<file path="config.mk">
export PLATFORM = sky130hd
export DESIGN_NAME = rcl_lexer
export DESIGN_NICKNAME = d
export VERILOG_FILES = /design/src/shared/rcl_pkg.sv /design/src/rcl_unit_match.sv /design/src/rcl_resp_tx.sv /design/src/rcl_lexer.sv
export SDC_FILE = /design/constraint.sdc
export NUM_CORES = 1
export LEC_CHECK = 0
export ABC_CLOCK_PERIOD_IN_PS = 6300
export BUFFER_PORTS_ARGS = -buffer_cell sky130_fd_sc_hd__clkbuf_2
export CAP_MARGIN = 20
export CORE_UTILIZATION = 62
export DETAILED_ROUTE_END_ITERATION = 16
export PLACE_DENSITY = 0.82
export REMOVE_ABC_BUFFERS = 1
export SYNTH_ARGS = -nofsm -noshare
export SYNTH_HDL_FRONTEND = slang
export SYNTH_SLANG_ARGS = --single-unit
export TNS_END_PERCENT = 20
</file>
<file path="constraint.sdc">
create_clock -name ref_clk_in -period 6.3 [get_ports ref_clk_in]
set_input_delay 0.63 -clock ref_clk_in [delete_from_list [all_inputs] [get_ports ref_clk_in]]
set_output_delay 0.63 -clock ref_clk_in [all_outputs]
set_load 0.01 [all_outputs]
</file>
<file path="src/shared/rcl_pkg.sv">
package rcl_pkg;
	// Character codes after folding to 7 bits
	localparam logic [6:0] CH_TAB = 7'h09;
	localparam logic [6:0] CH_LF = 7'h0a;
	localparam logic [6:0] CH_CR = 7'h0d;
	localparam logic [6:0] CH_SPACE = 7'h20;
	localparam logic [6:0] CH_HASH = 7'h23;
	localparam logic [6:0] CH_STAR = 7'h2a;
	localparam logic [6:0] CH_PLUS = 7'h2b;
	localparam logic [6:0] CH_COMMA = 7'h2c;
	localparam logic [6:0] CH_MINUS = 7'h2d;
	localparam logic [6:0] CH_DOT = 7'h2e;
	localparam logic [6:0] CH_SLASH = 7'h2f;
	localparam logic [6:0] CH_ZERO = 7'h30;
	localparam logic [6:0] CH_NINE = 7'h39;
	localparam logic [6:0] CH_SEMI = 7'h3b;
	localparam logic [6:0] CH_UP_A = 7'h41;
	localparam logic [6:0] CH_UP_E = 7'h45;
	localparam logic [6:0] CH_UP_Z = 7'h5a;
	localparam logic [6:0] CH_LO_A = 7'h61;
	localparam logic [6:0] CH_LO_Z = 7'h7a;
	localparam logic [6:0] CH_CASE_BIT = 7'h20;
	// Raw byte codes for block data and responses
	localparam logic [7:0] BYTE_LF = 8'h0a;
	localparam logic [7:0] BYTE_CR = 8'h0d;
	localparam logic [7:0] BYTE_ZERO = 8'h00;
	// Number limits
	localparam logic [4:0] MAX_SIG_DIGITS = 5'h0f;
	localparam logic [7:0] MAX_EXP_MAG = 8'h14;
	localparam logic [2:0] UNIT_MAX_LEN = 3'h4;
	localparam int BLK_CNT_MIN_W = 30;

	typedef enum logic {RCL_LINK_PARALLEL, RCL_LINK_SERIAL} rcl_link_t;
	typedef enum logic [1:0] {RCL_EOL_CR, RCL_EOL_LF, RCL_EOL_CRLF} rcl_eol_t;
	typedef enum logic [2:0] {
		ERR_NONE, ERR_COUNT, ERR_NULL, ERR_EXPR, ERR_NUMBER, ERR_SPACE, ERR_BLOCK
	} rcl_err_t;
	typedef enum logic [4:0] {
		U_NONE, U_HZ, U_KHZ, U_MHZ, U_UV, U_MV, U_V, U_KV, U_UA, U_MA, U_A, U_PCT,
		U_PPM, U_DBM, U_OHM, U_KOHM, U_MOHM, U_NF, U_PF, U_UF, U_MF, U_F, U_CEL,
		U_FAR, U_NS, U_US, U_MS, U_S
	} rcl_unit_t;
	typedef enum logic [3:0] {
		S_KW, S_GAP, S_PARAM, S_PTAIL, S_HASH, S_DIGITS, S_DEF, S_INDEF, S_DISCARD
	} rcl_state_t;
	typedef enum logic [1:0] {RT_PASS, RT_TERM, RT_TAIL} rcl_rt_state_t;
endpackage

</file>
<file path="src/rcl_unit_match.sv">
`timescale 1ns/1ps
module rcl_unit_match (
	input wire logic [31:0] chars_in,
	input wire logic [2:0] len_in,
	output rcl_pkg::rcl_unit_t unit_out,
	output logic hit_out
);
	// Chars are upper case, right aligned, zero filled on the left
	function automatic rcl_pkg::rcl_unit_t lookup(input logic [31:0] s);
		unique case (s)
			32'("HZ"): lookup = rcl_pkg::U_HZ;
			32'("KHZ"): lookup = rcl_pkg::U_KHZ;
			32'("MHZ"): lookup = rcl_pkg::U_MHZ;
			32'("UV"): lookup = rcl_pkg::U_UV;
			32'("MV"): lookup = rcl_pkg::U_MV;
			32'("V"): lookup = rcl_pkg::U_V;
			32'("KV"): lookup = rcl_pkg::U_KV;
			32'("UA"): lookup = rcl_pkg::U_UA;
			32'("MA"): lookup = rcl_pkg::U_MA;
			32'("A"): lookup = rcl_pkg::U_A;
			32'("PCT"): lookup = rcl_pkg::U_PCT;
			32'("PPM"): lookup = rcl_pkg::U_PPM;
			32'("DBM"): lookup = rcl_pkg::U_DBM;
			32'("OHM"): lookup = rcl_pkg::U_OHM;
			"KOHM": lookup = rcl_pkg::U_KOHM;
			"MOHM": lookup = rcl_pkg::U_MOHM;
			32'("NF"): lookup = rcl_pkg::U_NF;
			32'("PF"): lookup = rcl_pkg::U_PF;
			32'("UF"): lookup = rcl_pkg::U_UF;
			32'("MF"): lookup = rcl_pkg::U_MF;
			32'("F"): lookup = rcl_pkg::U_F;
			32'("CEL"): lookup = rcl_pkg::U_CEL;
			32'("FAR"): lookup = rcl_pkg::U_FAR;
			32'("NS"): lookup = rcl_pkg::U_NS;
			32'("US"): lookup = rcl_pkg::U_US;
			32'("MS"): lookup = rcl_pkg::U_MS;
			32'("S"): lookup = rcl_pkg::U_S;
			default: lookup = rcl_pkg::U_NONE;
		endcase
	endfunction

	// Over-long suffix never matches, even if its last four letters would
	always_comb begin
		unit_out = (len_in <= rcl_pkg::UNIT_MAX_LEN) ? lookup(chars_in) : rcl_pkg::U_NONE;
		hit_out = unit_out != rcl_pkg::U_NONE;
	end
endmodule // rcl_unit_match

</file>
<file path="src/rcl_resp_tx.sv">
`timescale 1ns/1ps
module rcl_resp_tx (
	input wire logic ref_clk_in,
	input wire logic rstn_in,
	input wire rcl_pkg::rcl_link_t link_sel_in,
	input wire rcl_pkg::rcl_eol_t eol_sel_in,
	input wire logic [7:0] resp_byte_in,
	input wire logic resp_valid_in,
	input wire logic resp_last_in,
	output logic resp_ready_out,
	input wire logic tx_ready_in,
	output logic [7:0] tx_byte_out,
	output logic tx_valid_out,
	output logic tx_eoi_out
);
	rcl_pkg::rcl_rt_state_t rt_reg;
	logic slot_free;

	assign slot_free = !tx_valid_out || tx_ready_in;
	assign resp_ready_out = slot_free && rt_reg == rcl_pkg::RT_PASS;

	always_ff @(posedge ref_clk_in) begin
		if (!rstn_in) begin
			rt_reg <= rcl_pkg::RT_PASS;
		end else if (slot_free) begin
			unique case (rt_reg)
				rcl_pkg::RT_PASS: if (resp_valid_in && resp_last_in) rt_reg <= rcl_pkg::RT_TERM;
				rcl_pkg::RT_TERM: begin
					if (link_sel_in == rcl_pkg::RCL_LINK_SERIAL &&
						eol_sel_in == rcl_pkg::RCL_EOL_CRLF) begin
						rt_reg <= rcl_pkg::RT_TAIL;
					end else begin
						rt_reg <= rcl_pkg::RT_PASS;
					end
				end
				rcl_pkg::RT_TAIL: rt_reg <= rcl_pkg::RT_PASS;
			endcase
		end
	end

	// Output slot holds one byte; upstream stalls while it is full
	always_ff @(posedge ref_clk_in) begin
		if (!rstn_in) begin
			tx_byte_out <= rcl_pkg::BYTE_ZERO;
			tx_valid_out <= 1'b0;
			tx_eoi_out <= 1'b0;
		end else if (slot_free) begin
			tx_valid_out <= 1'b0;
			tx_eoi_out <= 1'b0;
			unique case (rt_reg)
				rcl_pkg::RT_PASS: begin
					if (resp_valid_in) begin
						tx_byte_out <= resp_byte_in;
						tx_valid_out <= 1'b1;
					end
				end
				rcl_pkg::RT_TERM: begin
					tx_valid_out <= 1'b1;
					if (link_sel_in == rcl_pkg::RCL_LINK_PARALLEL) begin
						tx_byte_out <= rcl_pkg::BYTE_LF;
						tx_eoi_out <= 1'b1;
					end else begin
						unique case (eol_sel_in)
							rcl_pkg::RCL_EOL_CR: tx_byte_out <= rcl_pkg::BYTE_CR;
							rcl_pkg::RCL_EOL_CRLF: tx_byte_out <= rcl_pkg::BYTE_CR;
							default: tx_byte_out <= rcl_pkg::BYTE_LF;
						endcase
					end
				end
				rcl_pkg::RT_TAIL: begin
					tx_byte_out <= rcl_pkg::BYTE_LF;
					tx_valid_out <= 1'b1;
				end
			endcase
		end
	end
endmodule // rcl_resp_tx

</file>
<file path="src/rcl_lexer.sv">
// How it works
// - Keywords and units match regardless of case
// - Recognise the fixed scaled unit suffix vocabulary
// - Numbers: fifteen significant digits, exponent to twenty
// - Wrong parameter count raises a command error
// - Empty parameter between separators is an error
// - Arithmetic expressions as parameters are rejected
// - Indefinite block ends on parallel LF with EOI, serial CR or LF
// - Definite count digits must be codes 48-57
// - Definite block carries exactly the counted bytes
// - Skip blanks between parameters, refuse inside them except before a unit
// - Terminator codes: CR 13, LF 10
// - Parallel responses end with LF plus EOI
// - Parallel input ends on LF or EOI
// - Serial responses end with CR, LF or CRLF
// - Outside blocks, drop the top data bit
// - Discard control codes except LF, serial CR, user data
// - Block bytes pass unfiltered to their own end
// - Semicolon splits a line into separate commands
`timescale 1ns/1ps
module rcl_lexer #(
	parameter int BLK_CNT_W = 32,
	parameter int PCNT_W = 4
) (
	input wire logic ref_clk_in,
	input wire logic rstn_in,
	input wire logic [7:0] rx_byte_in,
	input wire logic rx_valid_in,
	input wire logic rx_eoi_in,
	input wire rcl_pkg::rcl_link_t link_sel_in,
	input wire rcl_pkg::rcl_eol_t eol_sel_in,
	input wire logic [PCNT_W-1:0] param_expect_in,
	input wire logic user_data_cmd_in,
	input wire logic err_clear_in,
	output logic [7:0] tok_char_out,
	output logic tok_valid_out,
	output logic tok_in_param_out,
	output logic param_end_out,
	output rcl_pkg::rcl_unit_t unit_code_out,
	output logic cmd_end_out,
	output logic msg_end_out,
	output logic [7:0] blk_byte_out,
	output logic blk_valid_out,
	output logic blk_end_out,
	output logic err_out,
	output rcl_pkg::rcl_err_t err_code_out,
	input wire logic [7:0] resp_byte_in,
	input wire logic resp_valid_in,
	input wire logic resp_last_in,
	output logic resp_ready_out,
	input wire logic tx_ready_in,
	output logic [7:0] tx_byte_out,
	output logic tx_valid_out,
	output logic tx_eoi_out
);
	generate
		if (BLK_CNT_W < rcl_pkg::BLK_CNT_MIN_W || PCNT_W < 1) begin : g_bad_width
			$error("rcl_lexer: BLK_CNT_W must hold nine decimal digits");
		end
	endgenerate

	rcl_pkg::rcl_state_t state_reg, state_next;
	logic kw_seen_reg, kw_seen_next;
	logic comma_pend_reg, comma_pend_next;
	logic [PCNT_W-1:0] param_cnt_reg, param_cnt_next;
	logic num_reg, num_next;
	logic sig_started_reg, sig_started_next;
	logic [4:0] sig_cnt_reg, sig_cnt_next;
	logic mant_dig_reg, mant_dig_next;
	logic in_exp_reg, in_exp_next;
	logic exp_sign_reg, exp_sign_next;
	logic exp_dig_reg, exp_dig_next;
	logic [7:0] exp_val_reg, exp_val_next;
	logic [31:0] unit_sh_reg, unit_sh_next;
	logic [2:0] unit_len_reg, unit_len_next;
	logic [3:0] blk_ndig_reg, blk_ndig_next;
	logic [BLK_CNT_W-1:0] blk_cnt_reg, blk_cnt_next;

	logic [6:0] c7, up;
	logic [3:0] dval;
	logic [7:0] exp_calc;
	logic [BLK_CNT_W-1:0] cnt_calc;
	logic is_digit, is_letter, is_space, is_term, blk_term, in_arg, drop;
	logic do_end, end_msg, fin, first, param_bad;
	logic ev_tok, ev_param_end, ev_blk, ev_blk_end, err_hit;
	rcl_pkg::rcl_err_t err_kind;
	rcl_pkg::rcl_unit_t unit_code;
	logic unit_hit;

	rcl_unit_match u_unit (
		.chars_in(unit_sh_reg),
		.len_in(unit_len_reg),
		.unit_out(unit_code),
		.hit_out(unit_hit)
	);

	rcl_resp_tx u_resp (
		.ref_clk_in(ref_clk_in),
		.rstn_in(rstn_in),
		.link_sel_in(link_sel_in),
		.eol_sel_in(eol_sel_in),
		.resp_byte_in(resp_byte_in),
		.resp_valid_in(resp_valid_in),
		.resp_last_in(resp_last_in),
		.resp_ready_out(resp_ready_out),
		.tx_ready_in(tx_ready_in),
		.tx_byte_out(tx_byte_out),
		.tx_valid_out(tx_valid_out),
		.tx_eoi_out(tx_eoi_out)
	);

	// A finished numeric parameter must be complete and any unit must be a known one
	assign param_bad = num_reg && (!mant_dig_reg || (in_exp_reg && !exp_dig_reg) ||
		exp_val_reg > rcl_pkg::MAX_EXP_MAG || (unit_len_reg != 3'h0 && !unit_hit));

	always_comb begin
		c7 = rx_byte_in[6:0];
		up = (c7 >= rcl_pkg::CH_LO_A && c7 <= rcl_pkg::CH_LO_Z) ?
			(c7 & ~rcl_pkg::CH_CASE_BIT) : c7;
		dval = up[3:0];
		is_digit = up >= rcl_pkg::CH_ZERO && up <= rcl_pkg::CH_NINE;
		is_letter = up >= rcl_pkg::CH_UP_A && up <= rcl_pkg::CH_UP_Z;
		is_space = up == rcl_pkg::CH_SPACE || up == rcl_pkg::CH_TAB;
		if (link_sel_in == rcl_pkg::RCL_LINK_PARALLEL) begin
			is_term = c7 == rcl_pkg::CH_LF || rx_eoi_in;
			blk_term = rx_byte_in == rcl_pkg::BYTE_LF && rx_eoi_in;
		end else begin
			is_term = c7 == rcl_pkg::CH_LF || c7 == rcl_pkg::CH_CR;
			blk_term = rx_byte_in == rcl_pkg::BYTE_LF || rx_byte_in == rcl_pkg::BYTE_CR;
		end
		in_arg = state_reg == rcl_pkg::S_GAP || state_reg == rcl_pkg::S_PARAM ||
			state_reg == rcl_pkg::S_PTAIL;
		drop = c7 < rcl_pkg::CH_SPACE && !(user_data_cmd_in && in_arg);

		state_next = state_reg;
		kw_seen_next = kw_seen_reg;
		comma_pend_next = comma_pend_reg;
		param_cnt_next = param_cnt_reg;
		num_next = num_reg;
		sig_started_next = sig_started_reg;
		sig_cnt_next = sig_cnt_reg;
		mant_dig_next = mant_dig_reg;
		in_exp_next = in_exp_reg;
		exp_sign_next = exp_sign_reg;
		exp_dig_next = exp_dig_reg;
		exp_val_next = exp_val_reg;
		unit_sh_next = unit_sh_reg;
		unit_len_next = unit_len_reg;
		blk_ndig_next = blk_ndig_reg;
		blk_cnt_next = blk_cnt_reg;
		do_end = 1'b0;
		end_msg = 1'b0;
		fin = 1'b0;
		first = 1'b0;
		ev_tok = 1'b0;
		ev_param_end = 1'b0;
		ev_blk = 1'b0;
		ev_blk_end = 1'b0;
		err_hit = 1'b0;
		err_kind = rcl_pkg::ERR_NONE;
		exp_calc = 8'(exp_val_reg * 8'h0a + {4'h0, dval});
		cnt_calc = BLK_CNT_W'((blk_cnt_reg << 3) + (blk_cnt_reg << 1) +
			{{(BLK_CNT_W-4){1'b0}}, dval});

		if (rx_valid_in) begin
			if (state_reg == rcl_pkg::S_DEF) begin
				ev_blk = 1'b1;
				blk_cnt_next = blk_cnt_reg - 1'b1;
				if (blk_cnt_reg == {{(BLK_CNT_W-1){1'b0}}, 1'b1}) begin
					ev_blk_end = 1'b1;
					state_next = rcl_pkg::S_PTAIL;
				end
			end else if (state_reg == rcl_pkg::S_INDEF) begin
				if (blk_term) begin
					ev_blk_end = 1'b1;
					do_end = 1'b1;
					end_msg = 1'b1;
				end else begin
					ev_blk = 1'b1;
				end
			end else if (is_term) begin
				do_end = 1'b1;
				end_msg = 1'b1;
			end else if (!drop) begin
				if (up == rcl_pkg::CH_SEMI) begin
					do_end = 1'b1;
				end else begin
					unique case (state_reg)
						rcl_pkg::S_KW: begin
							if (is_space) begin
								if (kw_seen_reg) state_next = rcl_pkg::S_GAP;
							end else begin
								kw_seen_next = 1'b1;
								ev_tok = 1'b1;
							end
						end
						rcl_pkg::S_GAP: begin
							if (up == rcl_pkg::CH_COMMA) begin
								err_hit = 1'b1;
								err_kind = rcl_pkg::ERR_NULL;
							end else if (!is_space) begin
								first = 1'b1;
							end
						end
						rcl_pkg::S_PARAM: begin
							if (is_space) state_next = rcl_pkg::S_PTAIL;
							else if (up == rcl_pkg::CH_COMMA) fin = 1'b1;
							else ev_tok = 1'b1;
						end
						rcl_pkg::S_PTAIL: begin
							if (up == rcl_pkg::CH_COMMA) begin
								fin = 1'b1;
							end else if (is_letter && num_reg && unit_len_reg == 3'h0) begin
								state_next = rcl_pkg::S_PARAM;
								ev_tok = 1'b1;
							end else if (!is_space) begin
								err_hit = 1'b1;
								err_kind = rcl_pkg::ERR_SPACE;
							end
						end
						rcl_pkg::S_HASH: begin
							if (up == rcl_pkg::CH_ZERO) begin
								state_next = rcl_pkg::S_INDEF;
							end else if (is_digit) begin
								blk_ndig_next = dval;
								blk_cnt_next = '0;
								state_next = rcl_pkg::S_DIGITS;
							end else begin
								err_hit = 1'b1;
								err_kind = rcl_pkg::ERR_BLOCK;
							end
						end
						rcl_pkg::S_DIGITS: begin
							if (is_digit) begin
								blk_cnt_next = cnt_calc;
								blk_ndig_next = blk_ndig_reg - 1'b1;
								if (blk_ndig_reg == 4'h1) begin
									state_next = (cnt_calc == '0) ? rcl_pkg::S_PTAIL : rcl_pkg::S_DEF;
								end
							end else begin
								err_hit = 1'b1;
								err_kind = rcl_pkg::ERR_BLOCK;
							end
						end
						default: ;
					endcase
				end
			end
		end

		// Start of a parameter clears its number tracking
		if (first) begin
			comma_pend_next = 1'b0;
			state_next = rcl_pkg::S_PARAM;
			num_next = is_digit || up == rcl_pkg::CH_DOT || up == rcl_pkg::CH_PLUS ||
				up == rcl_pkg::CH_MINUS;
			sig_started_next = 1'b0;
			sig_cnt_next = 5'h00;
			mant_dig_next = 1'b0;
			in_exp_next = 1'b0;
			exp_sign_next = 1'b0;
			exp_dig_next = 1'b0;
			exp_val_next = 8'h00;
			unit_sh_next = 32'h0000_0000;
			unit_len_next = 3'h0;
			if (up == rcl_pkg::CH_HASH) state_next = rcl_pkg::S_HASH;
			else ev_tok = 1'b1;
			exp_calc = {4'h0, dval};
		end

		// Number grammar, applied to every character of a numeric parameter
		if (ev_tok && state_next == rcl_pkg::S_PARAM && num_next) begin
			if (is_digit) begin
				if (in_exp_next) begin
					exp_dig_next = 1'b1;
					exp_val_next = (exp_calc > rcl_pkg::MAX_EXP_MAG) ?
						rcl_pkg::MAX_EXP_MAG + 8'h01 : exp_calc;
				end else if (unit_len_next != 3'h0) begin
					err_hit = 1'b1;
					err_kind = rcl_pkg::ERR_NUMBER;
				end else begin
					mant_dig_next = 1'b1;
					if (dval != 4'h0 || sig_started_next) begin
						sig_started_next = 1'b1;
						if (sig_cnt_next == rcl_pkg::MAX_SIG_DIGITS) begin
							err_hit = 1'b1;
							err_kind = rcl_pkg::ERR_NUMBER;
						end else begin
							sig_cnt_next = sig_cnt_next + 5'h01;
						end
					end
				end
			end else if (up == rcl_pkg::CH_DOT && !in_exp_next && unit_len_next == 3'h0) begin
				mant_dig_next = mant_dig_next;
			end else if (up == rcl_pkg::CH_UP_E && !in_exp_next && unit_len_next == 3'h0 &&
				mant_dig_next) begin
				in_exp_next = 1'b1;
			end else if (up == rcl_pkg::CH_PLUS || up == rcl_pkg::CH_MINUS) begin
				if (in_exp_next && !exp_dig_next && !exp_sign_next) begin
					exp_sign_next = 1'b1;
				end else if (!first) begin
					err_hit = 1'b1;
					err_kind = rcl_pkg::ERR_EXPR;
				end
			end else if (up == rcl_pkg::CH_STAR || up == rcl_pkg::CH_SLASH) begin
				err_hit = 1'b1;
				err_kind = rcl_pkg::ERR_EXPR;
			end else if (is_letter && !(in_exp_next && !exp_dig_next)) begin
				unit_sh_next = {unit_sh_next[23:0], 1'b0, up};
				if (unit_len_next <= rcl_pkg::UNIT_MAX_LEN) unit_len_next = unit_len_next + 3'h1;
			end else begin
				err_hit = 1'b1;
				err_kind = rcl_pkg::ERR_NUMBER;
			end
		end

		if (do_end && (state_reg == rcl_pkg::S_PARAM || state_reg == rcl_pkg::S_PTAIL ||
			state_reg == rcl_pkg::S_INDEF)) begin
			fin = 1'b1;
		end
		if (fin) begin
			if (param_bad) begin
				err_hit = 1'b1;
				err_kind = rcl_pkg::ERR_NUMBER;
			end else begin
				ev_param_end = 1'b1;
				param_cnt_next = PCNT_W'(param_cnt_reg + 1'b1);
			end
			if (!do_end) begin
				comma_pend_next = 1'b1;
				state_next = rcl_pkg::S_GAP;
			end
		end

		if (do_end) begin
			if (state_reg != rcl_pkg::S_DISCARD && !err_hit) begin
				if (state_reg == rcl_pkg::S_GAP && comma_pend_reg) begin
					err_hit = 1'b1;
					err_kind = rcl_pkg::ERR_NULL;
				end else if (state_reg == rcl_pkg::S_HASH || state_reg == rcl_pkg::S_DIGITS) begin
					err_hit = 1'b1;
					err_kind = rcl_pkg::ERR_BLOCK;
				end else if (kw_seen_reg && param_cnt_next != param_expect_in) begin
					err_hit = 1'b1;
					err_kind = rcl_pkg::ERR_COUNT;
				end
			end
			state_next = rcl_pkg::S_KW;
			kw_seen_next = 1'b0;
			comma_pend_next = 1'b0;
			param_cnt_next = '0;
		end else if (err_hit) begin
			state_next = rcl_pkg::S_DISCARD;
		end
		if (err_hit) ev_tok = 1'b0;
	end

	always_ff @(posedge ref_clk_in) begin
		if (!rstn_in) begin
			state_reg <= rcl_pkg::S_KW;
			kw_seen_reg <= 1'b0;
			comma_pend_reg <= 1'b0;
			param_cnt_reg <= '0;
		end else begin
			state_reg <= state_next;
			kw_seen_reg <= kw_seen_next;
			comma_pend_reg <= comma_pend_next;
			param_cnt_reg <= param_cnt_next;
		end
	end

	always_ff @(posedge ref_clk_in) begin
		if (!rstn_in) begin
			num_reg <= 1'b0;
			sig_started_reg <= 1'b0;
			sig_cnt_reg <= 5'h00;
			mant_dig_reg <= 1'b0;
			in_exp_reg <= 1'b0;
			exp_sign_reg <= 1'b0;
			exp_dig_reg <= 1'b0;
			exp_val_reg <= 8'h00;
			unit_sh_reg <= 32'h0000_0000;
			unit_len_reg <= 3'h0;
		end else begin
			num_reg <= num_next;
			sig_started_reg <= sig_started_next;
			sig_cnt_reg <= sig_cnt_next;
			mant_dig_reg <= mant_dig_next;
			in_exp_reg <= in_exp_next;
			exp_sign_reg <= exp_sign_next;
			exp_dig_reg <= exp_dig_next;
			exp_val_reg <= exp_val_next;
			unit_sh_reg <= unit_sh_next;
			unit_len_reg <= unit_len_next;
		end
	end

	always_ff @(posedge ref_clk_in) begin
		if (!rstn_in) begin
			blk_ndig_reg <= 4'h0;
			blk_cnt_reg <= '0;
		end else begin
			blk_ndig_reg <= blk_ndig_next;
			blk_cnt_reg <= blk_cnt_next;
		end
	end

	// Event outputs are registered one cycle after the byte is taken
	always_ff @(posedge ref_clk_in) begin
		if (!rstn_in) begin
			tok_char_out <= rcl_pkg::BYTE_ZERO;
			tok_valid_out <= 1'b0;
			tok_in_param_out <= 1'b0;
			param_end_out <= 1'b0;
			unit_code_out <= rcl_pkg::U_NONE;
			cmd_end_out <= 1'b0;
			msg_end_out <= 1'b0;
			blk_byte_out <= rcl_pkg::BYTE_ZERO;
			blk_valid_out <= 1'b0;
			blk_end_out <= 1'b0;
		end else begin
			tok_valid_out <= ev_tok;
			if (ev_tok) begin
				tok_char_out <= {1'b0, up};
				tok_in_param_out <= state_next != rcl_pkg::S_KW;
			end
			param_end_out <= ev_param_end;
			if (ev_param_end) unit_code_out <= num_reg ? unit_code : rcl_pkg::U_NONE;
			cmd_end_out <= do_end;
			msg_end_out <= end_msg;
			blk_valid_out <= ev_blk;
			if (ev_blk) blk_byte_out <= rx_byte_in;
			blk_end_out <= ev_blk_end;
		end
	end

	// A new error in the clear cycle wins over the clear
	always_ff @(posedge ref_clk_in) begin
		if (!rstn_in) begin
			err_out <= 1'b0;
			err_code_out <= rcl_pkg::ERR_NONE;
		end else if (err_hit) begin
			err_out <= 1'b1;
			if (!err_out || err_clear_in) err_code_out <= err_kind;
		end else if (err_clear_in) begin
			err_out <= 1'b0;
			err_code_out <= rcl_pkg::ERR_NONE;
		end
	end
endmodule // rcl_lexer

</file>
Word-level counts from Yosys, hierarchy flattened
Cells that the tools add are included.

cells by class
  order comparisons = 11
  reduce and logical (&&, ||, !) cells = 85
  $mul = 1
  shifts and indexed selects = 0
  $add $sub $neg = 8
  equal/unequal tests = 72
  bitwise operators = 8
  divide/modulo/power cells = 0
  multiplexer cells = 235

operator list
  kind                                                                  number
  32-bit 2-to-1 mux                                                     16
  32-bit by 15-bit == test with 1-bit output, second input constant     13
  32-bit by 23-bit == test with 1-bit output, second input constant     8
  3-bit 2-to-1 mux                                                      46
  5-bit one-hot mux with 27 select lines                                1
  32-bit by 7-bit == test with 1-bit output, second input constant      4
  1-bit 2-to-1 mux                                                      116
  4-bit 2-to-1 mux                                                      25
  7-bit by 6-bit == test with 1-bit output, second input constant       10
  32-bit by 31-bit == test with 1-bit output, second input constant     2
  8-bit 2-to-1 mux                                                      8
  32-bit one-hot mux with 2 select lines                                1
  5-bit 2-to-1 mux                                                      9
  32-bit adder                                                          1
  32-bit by 4-bit adder with 32-bit output                              1
  32-bit by 1-bit == test with 1-bit output, second input constant      1
  32-bit logical NOT                                                    1
  32-bit by 1-bit subtractor with 32-bit output, second input constant  1
  1-bit logical AND                                                     28
  8-bit one-hot mux with 3 select lines                                 1
  7-bit by 4-bit == test with 1-bit output, second input constant       3
  1-bit logical OR                                                      20
  4-bit one-hot mux with 5 select lines                                 1
  4-bit by 3-bit == test with 1-bit output, second input constant       4
  other kinds (48)                                                      99

word-level totals
  bits in latches = 0
  register bits after elaboration = 143
  output and inout port bits = 43
  bits in read-only memories = 0
  input port bits = 32
  RAM bits = 0
  memories = 0

Logic depth before layout (Yosys ltp)
Gate-level depths: netlist of the first run.

  word-level depth = 35
  gate-level depth with buffers = 21
  depth with buffers taken out = 19

Cells and area by module
Synthesis of the first run repeated with hierarchy kept, for this count alone.

unflattened totals
  cell total of the unflattened synthesis = 1464
  area total of the unflattened synthesis = 10976.8 um^2

modules (own cells, without submodules)
  module          seq. area each (um^2)  cells an instance  instances  area each (um^2)
  rcl_lexer       2622.5                 1260               1          9437.8
  rcl_unit_match  0.0                    137                1          929.6
  rcl_resp_tx     240.2                  67                 1          609.3

Least setup slack after synthesis of the first run
OpenSTA, ideal clock, no wires.

  path kind = in2reg
  start = input port rx_byte_in[1]
  end = register tok_char_out[2]
  arrival time = 4.510 ns
  path slack = 1.720 ns
  path buffers = 4
  stages on the path = 20
  cell sequence = buf_2 -> and4b_1 -> o2111ai_2 -> nand4_1 -> nor3_2 -> nand2_1 -> clkbuf_1 -> buf_1 -> nand2_1 -> ha_1 -> clkbuf_1 -> nand3_1 -> o21ai_0 -> o21ai_0 -> a31oi_1 -> o21ai_1 -> nand2b_1 -> a211o_1 -> or3_1 -> a21oi_1

between the ends
  cells in the longest elaborated chain, start to end = 34

RTL lines
  item                                                                          RTL line          text
  start, declared                                                               rcl_lexer.sv:27   input wire logic [7:0] rx_byte_in,
  parallel branches: the longest is 33 deep, another holds 7-bit >= comparator  --
  1-bit 2-to-1 mux *                                                            rcl_lexer.sv:355  if (err_hit) ev_tok = 1'b0;
  end signal, assigned                                                          rcl_lexer.sv:411  tok_char_out <= rcl_pkg::BYTE_ZERO;
  end signal, assigned                                                          rcl_lexer.sv:424  tok_char_out <= {1'b0, up};
  end, declared                                                                 rcl_lexer.sv:35   output logic [7:0] tok_char_out,

Every way passes the cells marked *.
A chain may end at the register's enable or synchronous reset.

Worst setup path after layout of the first run
  start = input port rx_byte_in[1]
  end = register tok_char_out[6]

Same word-level chain as after synthesis.

==> Implementation_results.wiki, run 1 <==
{| class="wikitable"
! Metric !! Value
|-
| Result of the run || finished, final reports clean
|-
| Endpoint kind of the worst setup timing path || flip-flop
|-
| Total of flip-flops plus latches after synthesis || 143
|-
| Total I/O pin count || 75
|-
| Leakage power of the design || 4.95 nW
|-
| CTS tree || built
|-
| Non-filler cells in the finished layout || 1,699
|-
| Synth Flop Type || dfxtp_1
|-
| Number of levels in the clock H-tree || 4
|-
| Commonest non-fill, non-tap cell in the layout || nand2_1
|-
| First-iteration detailed-routing DRC count || 1,315
|-
| Count of buffering cells on the critical path with inverters included || 1
|-
| Ratio of total power to cell area || 171 nW/µm²
|-
| Number of cell instances on the worst register-to-register path || 19
|-
| Ordered list of cells on the worst path || clkbuf_2 -> and4b_1 -> o2111ai_2 -> nand4_1 -> nor3_2 -> nand2_1 -> and2_1 -> ha_1 -> nand2_1 -> nor2_1 -> o211ai_1 -> nand3_1 -> o21ai_0 -> o21ai_0 -> a31oi_1 -> o21ai_1 -> nand2b_1 -> a211o_1 -> nor2_4 -> mux2i_1
|-
| Worst min-delay path category || in -> reg
|-
| Height of the die || 134 µm
|-
| Number of remaining DRC errors || 0
|-
| Leading area contributor after synthesis || dfxtp_1
|-
| Yosys warning count || 0
|-
| Cell type of the slowest stage on the worst timing path || clkbuf_2
|-
| Vias/cell || 6.51
|-
| Placeable core region || 16,800 µm²
|-
| Worst-path fanout max || 21
|-
| Post-Synthesis Cell Area || 10,700 µm²
|-
| First-pass GRT wire length || 49,600 µm
|-
| Final Hold Viols || 0
|-
| All-layer global routing usage || 0.340
|-
| Req. time, crit path || 6.66 ns
|-
| RSZ-0062 raised after global routing || no
|-
| Crit path largest cell delay || 0.38 ns
|-
| Total half-perimeter wirelength after legalization and detailed placement || 21,200 µm
|-
| Count of final setup violators || 0
|-
| Worst Hold Depth || 3
|-
| Clock-pin slew of the registers on the worst-case setup and hold paths || 0.06 ns
|-
| Max capacitance violation total || 0
|-
| Routability congestion estimate from global placement || 0.977
|-
| Width of the die || 134 µm
|-
| Share of the core filled with cells in the final layout || 0.699
|-
| Cell types occupying the most area after synthesis || dfxtp_1 27%, ha_1 9.2%, a21oi_1 6.9%
|-
| Total wirelength of the detailed-routed design || 29,700 µm
|-
| Count of final max-slew check failures || 0
|-
| Summed negative setup slack over all endpoints || 0 ns
|-
| Vias || 11.1k
|-
| Skew final || 0.00934 ns
|-
| Synth unique cells || 87
|-
| Sum of overflow across all layers after global routing || 0
|-
| Count of filler cells inserted in the layout || 1,399
|-
| Headroom to the max-slew limit || 0.406
|-
| Leading cell types in the layout, fill and taps excluded || 192 x nand2_1, 146 x a21oi_1, 143 x dfxtp_1
|-
| Proportion of register bits with asynchronous set or reset after synthesis || 0
|-
| Crit path depth || 20
|-
| Synth top area share || 0.267
|-
| Achievable frequency || 203 MHz
|-
| Antenna violations before repair || 0
|-
| Arr. time, crit path || 5.29 ns
|-
| Post CTS Setup Buffer Count || 0
|-
| Number of synthesized flops with an enable pin || 0
|-
| Initial Utilization || 0.640
|-
| Worst-case clock buffer depth || 2
|-
| Classification of the worst setup path || in -> reg
|-
| Wirelength per Cell || 17.5 µm
|-
| Layout net count || 1,581
|-
| Number of hold buffers added after CTS || 0
|-
| Worst supply voltage drop on vdd || 0.253 mV
|-
| Pin count of the biggest net entering global routing || 46
|-
| Placed Cells incl. Taps || 1,665
|-
| Period Utilization, post-route || 0.783
|-
| Antenna Cells || 0
|-
| Post-cts repair resize count || 0
|-
| Overall power || 2.01 mW
|-
| Pre-Repair DR Iteration Count || 6
|-
| Period minus WS final || 4.94 ns
|-
| Critical path launch point type || input port
|-
| Instance count of the mapped netlist || 1,436
|-
| Worst-skew pair later-pin latency || 0.44 ns
|-
| Floorplan die area || 17,800 µm²
|-
| Post-synthesis average cell area || 7.47 µm²
|-
| Largest delay share family, worst path || simple AND/OR/NAND/NOR gates
|-
| Number of clock buffers inserted by TritonCTS || 17
|-
| Layout cells sized above 1 || 0.103
|-
| Number of buffers added on ports || 73
|-
| Measured slew at the worst slew-check pin || 0.890 ns
|-
| Remaining antenna violation count || 0
|-
| Post-synthesis sequential area ratio || 0.267
|-
| Via count of the first global-routing pass || 10.1k
|-
| Root buffer cell || clkbuf_16
|-
| Number of rows created at floorplan || 47
|-
| Area added between synthesis and finish || 9.24%
|-
| Count of clock tree sinks || 143
|}
## per-layer routing
layer  vias up  GRT usage  wire length [µm]
li1       5301          -                 -
met3        71     0.0620              2700
met5         -          0                 0
met1      5084      0.478             13100
met4         0      0.103               619
met2       610      0.525             13300
## stage by stage
stage          setup slack (ns)  hold slack [ns]  cell area, µm²
2_1_floorplan              1.98            0.426           10400
3_3_place_gp               1.24            0.441           11100
3_5_place_dp               1.04            0.450           11100
4_1_cts                    1.40            0.445           11700
5_1_grt                   0.939            0.460           11700
6_report                   1.36            0.448           11700
## final timing paths
kind | from | end | slack, ns
min reg2reg | u_resp.tx_byte_out[7]$_SDFFE_PN0P_ | u_resp.tx_byte_out[7]$_SDFFE_PN0P_ | 0.46
max | rx_byte_in[1] | tok_char_out[6]$_SDFFE_PN0P_ | 1.36
max reg2reg | state_reg[1]$_SDFF_PN0_ | tok_char_out[6]$_SDFFE_PN0P_ | 1.41
min | resp_byte_in[6] | u_resp.tx_byte_out[6]$_SDFFE_PN0P_ | 0.45
## where the power goes
part,switching [mW],internal [mW]
clock network,0.417,0.511
registers,0.00982,0.918
logic,0.0996,0.0529
## cells in the mapped netlist (12+ instances only)
cell type and instances:
and2_1 18, nand2_1 192, a211oi_1 17, xnor2_1 27
clkbuf_1 53, nor2b_1 15, mux2i_1 16, nor3_1 50
nor2_1 134, buf_2 12, o21ai_0 73, nand4_1 23
dfxtp_1 143, and3_1 20, nand2b_1 25, nand3_1 54
a22oi_1 13, ha_1 79, a31oi_1 15, a21oi_1 147
a21o_1 20, nor4_1 25, xor2_1 21, inv_1 49
## tightest hold or removal path, cell delays in order
cell,delay (ns)
clkbuf_2,0.08
nand3b_1,0.07
a21oi_1,0.06
## cell type report
class                   instances  area (µm²)  area share
inverters                      50         188      0.0160
multi-input cells            1170        7380       0.630
well taps                     220         275      0.0235
clock inverters                13        92.6     0.00790
repair buffers                 84         472      0.0403
clock buffers                  19         443      0.0378
flip-flops and latches        143        2860       0.244
## kinds of logic after synthesis
family	share of synthesized area
compound gates	0.230
xor+xnor	0.0414
fa+ha+maj	0.0996
buf+inv	0.0455
flops	0.267
mux	0.0149
other cells	0.000350
simple gates	0.302
Note: power is estimated with default switching activity, not from simulation.
==> inputs of run 2 (changes only) <==
ABC_AREA = 1   (was default)
ABC_CLOCK_PERIOD_IN_PS = 4200   (was 6300)
CORE_UTILIZATION = 56   (was 62)
PLACE_DENSITY = 0.78   (was 0.82)
clock period = 4.2 ns   (was 6.3 ns; I/O delays follow)
==> run 2 against run 1 <==
Core utilization fell by 6.6 points. Non-clock buffer count rose by 6. Die area increased by 16%. Clock skew about the same. Register-to-register slack worse by 1.1 ns. Worst hold slack worse by 0.24 ns. Critical path type is now reg -> reg. Largest cell class unchanged. Largest power group unchanged.
==> Implementation_results.wiki, run 2 <==
{| class="wikitable"
! Metric !! Value
|-
| Pin count of the biggest net entering global routing || 65 (was 46)
|-
| Count of final setup violators || 0 (unchanged)
|-
| Leading cell types in the layout, fill and taps excluded || 319 x nand2_1, 284 x nor2_1, 234 x inv_1 (was 192 x nand2_1, 146 x a21oi_1, 143 x dfxtp_1)
|-
| First element of the critical path || blk_cnt_reg[0]$_SDFFE_PN0P_ (was rx_byte_in[1])
|-
| Multi-input logic area || 7200 µm² (was 7380 µm²)
|-
| Antenna Cells || 0 (unchanged)
|-
| Post-cts repair resize count || 0 (unchanged)
|-
| Initial Utilization || 0.575 (was 0.640)
|-
| Classification of the worst setup path || reg -> reg (was in -> reg)
|-
| Remaining antenna violation count || 0 (unchanged)
|-
| Period minus WS final || 3.90 ns
|-
| Antenna violations before repair || 0 (unchanged)
|-
| Total half-perimeter wirelength after legalization and detailed placement || 24,400 µm (was 21,200 µm)
|-
| Final Hold Viols || 0 (unchanged)
|-
| Number of hold buffers added after CTS || 0 (unchanged)
|-
| Worst-path fanout max || 6 (was 21)
|-
| Routability congestion estimate from global placement || 0.958 (was 0.977)
|-
| Post-Synthesis Cell Area || 11,300 µm² (was 10,700 µm²)
|-
| Commonest non-fill, non-tap cell in the layout || nand2_1 (unchanged)
|-
| Count of clock tree sinks || 143 (unchanged)
|-
| Start point of the worst hold path || resp_byte_in[2] (was resp_byte_in[6])
|-
| Instance count of the mapped netlist || 1,776 (was 1,436)
|-
| Final Hold Slack || 0.211 ns (was 0.448 ns)
|-
| Max capacitance violation total || 0 (unchanged)
|-
| Worst-case clock buffer depth || 2 (unchanged)
|-
| Result of the run || finished, final reports clean (unchanged)
|-
| Period Utilization, post-route || 0.928
|-
| Skew final || 0.00954 ns (was 0.00934 ns)
|-
| Synth unique cells || 57 (was 87)
|-
| Post CTS Setup Buffer Count || 0 (unchanged)
|-
| Placeable core region || 19,600 µm² (was 16,800 µm²)
|-
| Count of final max-slew check failures || 0 (unchanged)
|-
| Req. time, crit path || 4.56 ns (was 6.66 ns)
|-
| Number of buffers added on ports || 73 (unchanged)
|-
| Height of the die || 144 µm (was 134 µm)
|-
| Arr. time, crit path || 4.26 ns (was 5.29 ns)
|-
| Proportion of register bits with asynchronous set or reset after synthesis || 0 (unchanged)
|-
| Headroom to the max-slew limit || 0.384 (was 0.406)
|-
| Floorplan die area || 20,700 µm² (was 17,800 µm²)
|-
| Layout net count || 1,948 (was 1,581)
|-
| FF-to-FF Start || blk_cnt_reg[0]$_SDFFE_PN0P_ (was state_reg[1]$_SDFF_PN0_)
|-
| Post-synthesis average cell area || 6.34 µm² (was 7.47 µm²)
|-
| Number of rows created at floorplan || 51 (was 47)
|-
| Area added between synthesis and finish || 10.2% (was 9.24%)
|-
| First-iteration detailed-routing DRC count || 975 (was 1,315)
|-
| Total of flip-flops plus latches after synthesis || 143 (unchanged)
|-
| RSZ-0062 raised after global routing || no (unchanged)
|-
| Worst supply voltage drop on vdd || 0.271 mV (was 0.253 mV)
|-
| Leading area contributor after synthesis || dfxtp_1 (unchanged)
|-
| Post-synthesis sequential area ratio || 0.254 (was 0.267)
|-
| Number of clock buffers inserted by TritonCTS || 17 (unchanged)
|-
| Sum of overflow across all layers after global routing || 0 (unchanged)
|-
| Ratio of total power to cell area || 272 nW/µm² (was 171 nW/µm²)
|-
| Number of synthesized flops with an enable pin || 0 (unchanged)
|-
| Yosys warning count || 0 (unchanged)
|-
| Root buffer cell || clkbuf_16 (unchanged)
|-
| Synth Flop Type || dfxtp_1 (unchanged)
|-
| Endpoint kind of the worst setup timing path || flip-flop (unchanged)
|-
| Number of levels in the clock H-tree || 4 (unchanged)
|-
| Cell types occupying the most area after synthesis || dfxtp_1 25%, nand2_1 11%, nor2_1 9.5% (was dfxtp_1 27%, ha_1 9.2%, a21oi_1 6.9%)
|-
| All-layer global routing usage || 0.318 (was 0.340)
|-
| Pre-Repair DR Iteration Count || 6 (unchanged)
|-
| Achievable frequency || 257 MHz
|-
| Via count of the first global-routing pass || 11.0k (was 10.1k)
|-
| Summed negative setup slack over all endpoints || 0 ns (unchanged)
|-
| Critical path launch point type || flip-flop (was input port)
|-
| Leakage power of the design || 5.79 nW (was 4.95 nW)
|-
| Vias || 12.0k (was 11.1k)
|-
| Wirelength per Cell || 15.3 µm (was 17.5 µm)
|-
| Clock-pin slew of the registers on the worst-case setup and hold paths || 0.07 ns (was 0.06 ns)
|-
| First-pass GRT wire length || 51,900 µm (was 49,600 µm)
|-
| CTS tree || built (unchanged)
|-
| Worst min-delay path category || in -> reg (unchanged)
|-
| Vias/cell || 5.66 (was 6.51)
|-
| Layout cells sized above 1 || 0.0959 (was 0.103)
|-
| Total I/O pin count || 75 (unchanged)
|-
| Measured slew at the worst slew-check pin || 0.923 ns (was 0.890 ns)
|-
| Dominant cell by count in the synthesized netlist || nand2_1 (unchanged)
|-
| Total wirelength of the detailed-routed design || 32,200 µm (was 29,700 µm)
|-
| Leading cell types by count after synthesis || 319 x nand2_1, 285 x nor2_1, 234 x inv_1 (was 192 x nand2_1, 147 x a21oi_1, 143 x dfxtp_1)
|-
| Width of the die || 144 µm (was 134 µm)
|-
| Synth top area share || 0.254 (was 0.267)
|-
| Number of remaining DRC errors || 0 (unchanged)
|-
| Count of filler cells inserted in the layout || 1,865 (was 1,399)
|-
| Register area || 2860 µm² (unchanged)
|-
| Share of the core filled with cells in the final layout || 0.633 (was 0.699)
|-
| Worst-skew pair later-pin latency || 0.44 ns (about the same)
|}
==> run 2: layout make-up <==
type	count	share of cell area
clock buffers	17	0.0343
flip-flops and latches	143	0.231
well taps	265	0.0267
repair buffers	90	0.0397
inverters	252	0.0762
multi-input cells	1329	0.580
clock inverters	15	0.0121
==> run 2: critical path, cell delays in order, from the launching register on <==
cell and delay, ns:
dfxtp_1 0.44, inv_1 0.14, fa_1 0.58, inv_1 0.07, ha_1 0.29, nand3_1 0.08
nand2_1 0.11, a21oi_1 0.30, nor3_1 0.08, nor2_1 0.27, o21ai_0 0.21, xor2_1 0.31
nand4_1 0.16, nor2_1 0.13, nand2_1 0.11, nand3_1 0.08, o21ai_0 0.09, nand2_1 0.07
nand2_1 0.05, nand2_1 0.06, a21boi_0 0.08, nor3_1 0.12
==> run 2: cells by family after synthesis <==
kind of cell / after synthesis / share of synthesized area
AND/OR/NAND/NOR: 813 / 0.312
flip-flops: 143 / 0.254
adder cells (fa/ha/maj): 83 / 0.0949
AO/OA/AOI/OAI: 378 / 0.188
XOR/XNOR: 54 / 0.0432
other: 1 / 0.000333
buffers and inverters: 304 / 0.107
==> run 2: through the flow <==
step | instance area (µm²) | total power [mW] | setup WS, ns | std cells
after floorplan | 11000 | 1.74 | 0.393 | 1724
after global placement | 11800 | 1.89 | 0.226 | 2079
after detailed placement | 11800 | 1.90 | 0.201 | 2079
after CTS | 12400 | 3.38 | 0.235 | 2111
after global routing | 12400 | 3.50 | 0.0157 | 2111
final | 12400 | 3.37 | 0.301 | 2111
==> run 2: metal layers <==
metal,global-route usage,vias up,part of all wire
met4,0.111,0,0.019
met2,0.516,441,0.45
met1,0.422,5470,0.46
li1,-,5996,-
met3,0.0563,51,0.075
met5,0,-,0
==> run 2: final timing paths <==
check                                       end  slack, ns  cells after the start
min reg2reg           exp_val_reg[7]$_SDFF_PN0_       0.44                      2
max                     state_reg[0]$_SDFF_PN0_       0.30                     21
max reg2reg             state_reg[0]$_SDFF_PN0_       0.30                     21
min          u_resp.tx_byte_out[2]$_SDFFE_PN0P_       0.21                      3
==> run 2: where the power goes <==
group / leakage [nW] / switching [mW] / internal (mW)
Combinational: 4.35 / 0.307 / 0.153
Clock: 0.275 / 0.660 / 0.832
Sequential: 1.16 / 0.0275 / 1.39
Total: 5.79 / 0.994 / 2.38
